$ cat src/common/display_regs.vh
`ifndef DISPLAY_REGS_VH
`define DISPLAY_REGS_VH

// Register addresses as carried in bits 14..8 of a serial frame.
`define ADDR_CONFIG        7'h04
`define ADDR_FONT          7'h05
`define ADDR_PLANE0_BASE   7'h20
`define ADDR_PLANE1_BASE   7'h40
`define ADDR_BOTH_BASE     7'h60
`define ADDR_DIGIT_MASK    7'h7C

// Configuration register field positions.
`define CFG_SHUTDOWN_N_BIT 0
`define CFG_RATE_BIT       2
`define CFG_ENABLE_BIT     3
`define CFG_SYNC_BIT       4
`define CFG_CLEAR_BIT      5
`define CFG_PHASE_BIT      7

// Reset and clear values.
`define CFG_RESET          8'h00
`define DIGIT_RESET        8'h20
`define DIGIT_CLEARED      8'h00
`define PTR_RESET          7'h00

// Font pointer range, held as an index above base 0x80.
`define PTR_LAST           7'h77
`define PTR_INVALID_MIN    8'hF8
`define FONT_ENTRIES       120
`define USER_SLOTS         5'h18
`define GLYPH_COLUMNS      3'h5

// Serial frame.
`define FRAME_BITS         5'h10
`define READ_FLAG_BIT      15

// Blink and scan timing in multiplex clock edges.
`define OSC_NOMINAL_HZ     4000000
`define BLINK_SLOW_PHASE_S 1
`define SCAN_PERIOD_OSC    5600
`define SCAN_SLOTS         20
`define SCAN_STEP_OSC      (`SCAN_PERIOD_OSC / `SCAN_SLOTS)

`endif

$ cat src/hdl/pin_sync.v
`timescale 1ns/1ps
`default_nettype none

module pin_sync #(
  parameter WIDTH = 4
) (
  // Clock and control
  input  wire             clk,
  input  wire             reset,
  input  wire             ce,
  // Asynchronous pins and their synchronised levels
  input  wire [WIDTH-1:0] pin_in,
  input  wire [WIDTH-1:0] rst_level,
  output reg  [WIDTH-1:0] pin_sync_out
);

  reg [WIDTH-1:0] meta_r;

  always @(posedge clk) begin
    if (reset) begin
      meta_r       <= rst_level;
      pin_sync_out <= rst_level;
    end else if (ce) begin
      meta_r       <= pin_in;
      pin_sync_out <= meta_r;
    end
  end

endmodule

`default_nettype wire

$ cat src/hdl/led_matrix_blink_font_control.v
`include "display_regs.vh"
`timescale 1ns/1ps
`default_nettype none

module led_matrix_blink_font_control #(
  parameter BLINK_SLOW_EDGES = `BLINK_SLOW_PHASE_S * `OSC_NOMINAL_HZ
) (
  // Clock, reset and enable
  input  wire       clk,
  input  wire       reset,
  input  wire       ce,
  // Serial register port
  input  wire       cs_n,
  input  wire       sclk,
  input  wire       din,
  output wire       dout,
  // Multiplex clock
  input  wire       multiplex_clock_pin,
  // Blink phase and mode
  output reg        blink_r,
  output wire       shutdown_n,
  // Scan position and glyph lookup
  output reg  [1:0] scan_digit_r,
  output reg  [2:0] scan_col_r,
  output reg  [6:0] rom_code_p0_r,
  output reg  [6:0] rom_code_p1_r,
  input  wire [6:0] rom_dots_p0,
  input  wire [6:0] rom_dots_p1,
  output reg  [6:0] col_dots_r
);

  localparam [31:0] SLOW_FULL  = BLINK_SLOW_EDGES;
  localparam [31:0] STEP_FULL  = `SCAN_STEP_OSC;
  localparam [21:0] SLOW_EDGES = SLOW_FULL[21:0];
  localparam [21:0] FAST_EDGES = SLOW_FULL[22:1];
  localparam [8:0]  STEP_EDGES = STEP_FULL[8:0];

  // Pointer after one font data access, wrapping at the last location.
  function [6:0] ptr_advance;
    input [6:0] p;
    begin
      if (p == `PTR_LAST)
        ptr_advance = `PTR_RESET;
      else
        ptr_advance = p + 7'h01;
    end
  endfunction

  // Font entry holding a column of a user glyph, five entries per slot.
  function [6:0] glyph_index;
    input [4:0] slot;
    input [2:0] col;
    reg   [9:0] prod;
    begin
      prod        = {5'h00, slot} * 10'd5 + {7'h00, col};
      glyph_index = prod[6:0];
    end
  endfunction

  // Codes below 0x18 are user slots; the MSB of the digit is polarity.
  function is_user;
    input [7:0] code;
    begin
      is_user = (code[6:5] == 2'b00) && (code[4:0] < `USER_SLOTS);
    end
  endfunction

  // Dots of one plane, taken from user storage or the glyph ROM, then polarity applied.
  function [6:0] plane_dots;
    input [7:0] chr;
    input [6:0] user;
    input [6:0] rom;
    begin
      if (is_user(chr))
        plane_dots = user ^ {7{chr[7]}};
      else
        plane_dots = rom ^ {7{chr[7]}};
    end
  endfunction

  wire [3:0] sync_lvl;
  wire       cs_s   = sync_lvl[0];
  wire       sclk_s = sync_lvl[1];
  wire       din_s  = sync_lvl[2];
  wire       osc_s  = sync_lvl[3];

  pin_sync #(.WIDTH(4)) u_sync (
    .clk          (clk),
    .reset        (reset),
    .ce           (ce),
    .pin_in       ({multiplex_clock_pin, din, sclk, cs_n}),
    .rst_level    (4'h3),
    .pin_sync_out (sync_lvl)
  );

  reg  [2:0]  cfg_r;
  reg  [7:0]  plane0_r [0:3];
  reg  [7:0]  plane1_r [0:3];
  reg  [6:0]  font_ram [0:`FONT_ENTRIES-1];
  reg  [6:0]  ptr_r;
  reg         cs_q_r;
  reg         sclk_q_r;
  reg         osc_q_r;
  reg  [4:0]  bit_cnt_r;
  reg  [15:0] in_sh_r;
  reg  [15:0] out_sh_r;
  reg  [21:0] blink_cnt_r;
  reg  [8:0]  step_cnt_r;
  reg         resync_r;
  integer     i;

  wire        cs_rise   = cs_s & ~cs_q_r;
  wire        cs_fall   = ~cs_s & cs_q_r;
  wire        sclk_rise = sclk_s & ~sclk_q_r & ~cs_s;
  wire        sclk_fall = ~sclk_s & sclk_q_r & ~cs_s;
  wire        osc_rise  = osc_s & ~osc_q_r;
  wire        frame_ok  = cs_rise && (bit_cnt_r == `FRAME_BITS);
  wire        is_read   = in_sh_r[`READ_FLAG_BIT];
  wire [6:0]  addr      = in_sh_r[14:8];
  wire [7:0]  wdata     = in_sh_r[7:0];
  wire        at_cfg    = (addr == `ADDR_CONFIG);
  wire        at_font   = (addr == `ADDR_FONT);
  wire        at_p0     = ((addr & `ADDR_DIGIT_MASK) == `ADDR_PLANE0_BASE);
  wire        at_p1     = ((addr & `ADDR_DIGIT_MASK) == `ADDR_PLANE1_BASE);
  wire        at_both   = ((addr & `ADDR_DIGIT_MASK) == `ADDR_BOTH_BASE);
  wire [1:0]  dsel      = addr[1:0];
  wire [21:0] phase_len = cfg_r[1] ? FAST_EDGES : SLOW_EDGES;

  assign dout       = out_sh_r[15];
  assign shutdown_n = cfg_r[0];

  reg [7:0] rd_data;

  always @* begin
    rd_data = 8'h00;
    if (at_cfg)
      rd_data = {blink_r, 3'b000, cfg_r[2], cfg_r[1], 1'b0, cfg_r[0]};
    else if (at_font)
      rd_data = {1'b0, font_ram[ptr_r]};
    else if (at_p0)
      rd_data = plane0_r[dsel];
    else if (at_p1)
      rd_data = plane1_r[dsel];
  end

  // Serial framing on sclk and chip-select edges; register effects all applied at chip-select rise.
  always @(posedge clk) begin
    if (reset) begin
      cs_q_r    <= 1'b1;
      sclk_q_r  <= 1'b1;
      osc_q_r   <= 1'b0;
      bit_cnt_r <= 5'h00;
      in_sh_r   <= 16'h0000;
      out_sh_r  <= 16'h0000;
      cfg_r     <= 3'h0;
      ptr_r     <= `PTR_RESET;
      resync_r  <= 1'b0;
      for (i = 0; i < 4; i = i + 1) begin
        plane0_r[i] <= `DIGIT_RESET;
        plane1_r[i] <= `DIGIT_RESET;
      end
    end else if (ce) begin
      cs_q_r   <= cs_s;
      sclk_q_r <= sclk_s;
      osc_q_r  <= osc_s;
      resync_r <= 1'b0;
      if (cs_fall)
        bit_cnt_r <= 5'h00;
      if (sclk_rise) begin
        in_sh_r <= {in_sh_r[14:0], din_s};
        if (bit_cnt_r <= `FRAME_BITS)
          bit_cnt_r <= bit_cnt_r + 5'h01;
      end
      if (sclk_fall)
        out_sh_r <= {out_sh_r[14:0], 1'b0};
      // A short or long frame is dropped, as a partial shift would corrupt data.
      if (frame_ok && is_read) begin
        out_sh_r <= {in_sh_r[15:8], rd_data};
        if (at_font)
          ptr_r <= ptr_advance(ptr_r);
      end
      if (frame_ok && !is_read) begin
        if (at_cfg) begin
          cfg_r <= {wdata[`CFG_ENABLE_BIT], wdata[`CFG_RATE_BIT],
                    wdata[`CFG_SHUTDOWN_N_BIT]};
          resync_r <= wdata[`CFG_SYNC_BIT];
          if (wdata[`CFG_CLEAR_BIT]) begin
            for (i = 0; i < 4; i = i + 1) begin
              plane0_r[i] <= `DIGIT_CLEARED;
              plane1_r[i] <= `DIGIT_CLEARED;
            end
          end
        end
        if (at_font) begin
          if (wdata[7]) begin
            if (wdata >= `PTR_INVALID_MIN)
              ptr_r <= `PTR_RESET;
            else
              ptr_r <= wdata[6:0];
          end else begin
            ptr_r <= ptr_advance(ptr_r);
          end
        end
        if (at_p0 || at_both)
          plane0_r[dsel] <= wdata;
        if (at_p1 || at_both)
          plane1_r[dsel] <= wdata;
      end
    end
  end

  // Font storage has no reset; its 120 entries hold the five columns of each user slot.
  always @(posedge clk) begin
    if (ce && frame_ok && !is_read && at_font && !wdata[7])
      font_ram[ptr_r] <= wdata[6:0];
  end

  // Blink phase and scan sequencing, stepped by multiplex clock edges.
  always @(posedge clk) begin
    if (reset) begin
      blink_cnt_r  <= 22'h000000;
      blink_r      <= 1'b1;
      step_cnt_r   <= 9'h000;
      scan_col_r   <= 3'h0;
      scan_digit_r <= 2'h0;
    end else if (ce) begin
      if (resync_r) begin
        blink_cnt_r  <= 22'h000000;
        blink_r      <= 1'b1;
        step_cnt_r   <= 9'h000;
        scan_col_r   <= 3'h0;
        scan_digit_r <= 2'h0;
      end else if (osc_rise) begin
        if (blink_cnt_r >= phase_len - 22'h000001) begin
          blink_cnt_r <= 22'h000000;
          blink_r     <= ~blink_r;
        end else begin
          blink_cnt_r <= blink_cnt_r + 22'h000001;
        end
        if (step_cnt_r == STEP_EDGES - 9'h001) begin
          step_cnt_r <= 9'h000;
          if (scan_col_r == `GLYPH_COLUMNS - 3'h1) begin
            scan_col_r   <= 3'h0;
            scan_digit_r <= scan_digit_r + 2'h1;
          end else begin
            scan_col_r <= scan_col_r + 3'h1;
          end
        end else begin
          step_cnt_r <= step_cnt_r + 9'h001;
        end
      end
    end
  end

  wire [7:0] chr0   = plane0_r[scan_digit_r];
  wire [7:0] chr1   = plane1_r[scan_digit_r];
  wire [6:0] user0  = font_ram[glyph_index(chr0[4:0], scan_col_r)];
  wire [6:0] user1  = font_ram[glyph_index(chr1[4:0], scan_col_r)];
  wire [6:0] dots0  = plane_dots(chr0, user0, rom_dots_p0);
  wire [6:0] dots1  = plane_dots(chr1, user1, rom_dots_p1);

  // Glyph code and dot column; the ROM answers the code registered a cycle earlier.
  always @(posedge clk) begin
    if (reset) begin
      rom_code_p0_r <= 7'h00;
      rom_code_p1_r <= 7'h00;
      col_dots_r    <= 7'h00;
    end else if (ce) begin
      rom_code_p0_r <= chr0[6:0];
      rom_code_p1_r <= chr1[6:0];
      if (cfg_r[2])
        col_dots_r <= blink_r ? dots0 : dots1;
      else
        col_dots_r <= dots0;
    end
  end

endmodule

`default_nettype wire

$ cat config.mk
export PLATFORM = sky130hd
export DESIGN_NAME = led_matrix_blink_font_control
export DESIGN_NICKNAME = d
export VERILOG_FILES = /design/src/hdl/pin_sync.v /design/src/hdl/led_matrix_blink_font_control.v
export VERILOG_INCLUDE_DIRS = /design/src /design/src/common
export SDC_FILE = /design/constraint.sdc
export NUM_CORES = 2
export LEC_CHECK = 0
export ABC_CLOCK_PERIOD_IN_PS = 6100
export BUFFER_PORTS_ARGS = -buffer_cell sky130_fd_sc_hd__buf_2
export CAP_MARGIN = 30
export CORE_ASPECT_RATIO = 1.5
export CORE_MARGIN = 2
export CORE_UTILIZATION = 40
export CTS_BUF_LIST = sky130_fd_sc_hd__clkbuf_2
export CTS_CLUSTER_SIZE = 10
export DETAILED_ROUTE_END_ITERATION = 8
export PLACE_DENSITY = 0.66
export SLEW_MARGIN = 20
export SYNTH_ARGS = -nofsm -noshare
export SYNTH_HDL_FRONTEND = slang
export SYNTH_SLANG_ARGS = --single-unit
$ cat constraint.sdc
create_clock -name clk -period 6.1 [get_ports clk]
set_input_delay 0.61 -clock clk [delete_from_list [all_inputs] [get_ports clk]]
set_output_delay 0.61 -clock clk [all_outputs]
set_load 0.02 [all_outputs]
==> results.md <==
- Outcome: completed
- Crit path kind: flip-flop to flip-flop
- Seq cells post-synth: 1032
- Overflow after GRT: 0
- Post-DP HPWL: between 100000 and 150000 um
- Worst Path Arrival: 7.65 ns
- EDFF count, synth: 904
- Initial antenna violation count: 15
- Largest area contributor in the netlist: edfxtp_1
- Power Density: 218.2 nW/um^2
- Antenna-violating nets left: 0
- First-pass GRT wire length: 264700 um
- RSZ-0062 raised after global routing: false
- H-tree depth: 4
- Top FF cell, synth: edfxtp_1
- Max_cap viols: 0
- 1st-pass router iterations: 6
- Ys Warns: 0
- Share of cells above drive strength 1: between 30% and 40%
- Top-area cell type share of the netlist area: roughly half
- Worst setup SP type: flip-flop
- Count of final hold-check violations: 0
- Setup Skew: 0.1483 ns
- Synth top cells by count: edfxtp_1, mux4_2, nor2_1
- Drt drc: 0
- Distinct cells, synth: 75
- Clock Root Buffer: clkbuf_2
- Reg2Reg Depth: 18
- Cells on Worst Hold Path: 7
- Via Count: 36280
- Part of the cycle the worst path needs: 97.89%
- # rows: 168
- Post-synthesis cell count: 3333
- Gr usage total: 26.19%
- Multi-input gate area: 25130 um^2
- Post-DR vias/cell: 6.427
- Worst-Skew Late Latency: 1.83 ns
- Vias in the first global route: about 37000
- Mapped cell area: between 50000 and 60000 um^2
- Avg WL per Cell: about 33 um
- Register area: 29750 um^2
- Min-delay src: rom_dots_p0[0]
- DIE AREA: 143100 um^2
- Filler cells: approximately 12000
- Post-synth ARST share: 0%
- Largest net degree at the start of global routing: 84
- Worst hold path class: input pin to flip-flop
- Highest clock rate: 167.5 MHz
- # setup viols final: 0
- Sequential-to-total area share from yosys stat: 53.04%
- Worst Path Required: 7.77 ns
- Layout net count: 3643
- Worst slew pin tran: 1.259 ns
- CTS sink count: about 1000
- Worst-case clock buffer depth: 3
- Initial core utilization: 40.19%
- Area Overhead vs Synth: 10.75%
- Post-Route Utilization: 44.51%
- # IOs: 50
- Core region area: between 100000 and 150000 um^2
- Routed WL: approximately 190000 um
- RePlAce Congestion: between 1 and 1.5
- Horiz. Die Dim: 309.5 um
- Inserted Clock Buffers: 231
- Max FO, Critical Path: 10
- Die Y-Extent: 462.3 um
- DR iter-0 viols: 3900
- Port Buf Inserts: 49
- Post-Syn Nets: between 3000 and 4000
- TNS Setup: 0 ns
- Crit end category: flip-flop
- Fin. max-slew vios: 0
- Syn_area_per_cell: around 17 um^2
- Slew HR: 16.08%
- Max VDD drop: about 0.19 mV
- Synth area leaders: edfxtp_1, mux4_2, dfxtp_1, mux2i_1, nor2_1
- Most common cell in the netlist: edfxtp_1
- Lkg Pwr: 21.20 nW
- Clk pin slew, worst setup/hold paths: between 0.1 and 0.15 ns
- Worst setup margin: ~0.13 ns
- Pre-CTS setup slack: about 0.60 ns
- CTS tree: built
- Post-layout min period: 5.971 ns
[registers in the layout, summed over array words and instances (netlist names), named ones only]
| name | count |
|---|---|
| osc_q_r | 1 |
| blink_cnt_r | 22 |
| col_dots_r | 7 |
| cs_q_r | 1 |
| blink_r | 1 |
| rom_code_p0_r | 7 |
| plane1_r | 32 |
| step_cnt_r | 9 |
| scan_digit_r | 2 |
| plane0_r | 32 |
| out_sh_r | 16 |
| scan_col_r | 3 |
| in_sh_r | 16 |
| u_sync.pin_sync_out | 4 |
| cfg_r | 3 |
| u_sync.meta_r | 4 |
| font_ram | 840 |
| rom_code_p1_r | 7 |
| ptr_r | 7 |
| sclk_q_r | 1 |
| resync_r | 1 |
| bit_cnt_r | 5 |
[power breakdown]
part           total (mW)  internal [mW]  switching (mW)  leakage, nW
sequential           7.63           7.59          0.0424         10.9
clock                4.61           1.68            2.93         1.61
combinational        1.29          0.480           0.806         8.73
[cells by family after synthesis]
kind of cell | after synthesis | share of synthesized area, %
flops | 1032 | 53.04
mux | 904 | 33.41
simple gates | 722 | 5.775
buf+inv | 297 | 2.457
compound gates | 288 | 3.568
xor+xnor | 46 | 0.7328
fa+ha+maj | 44 | 1.010
[layout make-up]
| class | instances | share of cell area [%] |
|---|---|---|
| Clock buffer | 319 | 2.574 |
| Clock inverter | 98 | 0.9279 |
| Timing Repair Buffer | 287 | 4.071 |
| Tap cell | 1870 | 3.772 |
| Inverter | 22 | 0.1331 |
| Sequential cell | 1032 | 47.96 |
| Multi-Input combinational cell | 2004 | 40.51 |
| Antenna cell | 12 | 0.04841 |
[critical path, cell delays in order, from the launching register on]
cell	delay, ns
dfxtp_1	0.70
buf_4	0.24
buf_4	0.14
mux4_2	0.38
ha_1	0.32
ha_1	0.28
ha_1	0.42
nand2b_1	0.12
a21oi_1	0.17
xnor2_2	0.79
buf_4	0.25
buf_4	0.24
nand3_1	0.11
o211ai_1	0.38
nor3_1	0.16
a221oi_1	0.29
xor2_1	0.18
o22ai_1	0.09
dlygate4sd3_1	0.57
[stage by stage]
stage | instances | cell area (um^2) | power [mW] | hold slack (ns)
2_1_floorplan | 3333 | 56010 | 8.500 | 0.4312
3_3_place_gp | 5110 | 58800 | 8.995 | 0.4414
3_5_place_dp | 5148 | 59130 | 8.997 | 0.4422
4_1_cts | 5615 | 61820 | 13.56 | 0.06415
5_1_grt | 5639 | 62010 | 13.94 | 0.1803
6_report | 5644 | 62030 | 13.53 | 0.2414
[final timing paths]
| path | to | slack, ns |
|---|---|---|
| max reg2reg | col_dots_r[1] | 0.13 |
| max | col_dots_r[1] | 0.13 |
| min reg2reg | in_sh_r[0] | 0.45 |
| min | col_dots_r[0] | 0.24 |
[layer usage]
layer	wire, um	vias to the layer above	global-route usage, %
met4	16240	10	19.75
met1	60710	18660	29.64
met3	17180	660	6.154
met2	91230	2297	43.09
li1	-	14650	-
met5	71	-	0
[layout by cell type, fill, tap and decap left out, types with 11 or more instances in the layout]
cell             n
edfxtp_1       904
and2_1          20
a22oi_1         17
nand4_1         13
ha_1            38
buf_4          152
mux2_2          15
nand2_1        201
mux4_2         771
nor2b_1         21
buf_2           49
nand3_1         70
xnor2_1         15
diode_2         12
dfxtp_1        117
o21ai_0         31
mux2i_1        118
a21oi_1         65
xor2_1          23
inv_1           19
buf_12          26
a211oi_1        27
clkinv_1        68
and3_1          44
a31oi_1         15
dlygate4sd3_1   49
clkbuf_2       319
nor3_1          23
clkinv_2        16
nor2_1         276
a221oi_1        11
[what timing repair did]
action,CTS,global route
resized for setup,0,5
endpoints found under the setup margin,0,6
buffers inserted,0,11
hold buffers,50,0
endpoints found under the hold margin,121,0
(Power assumes the default switching activity.)
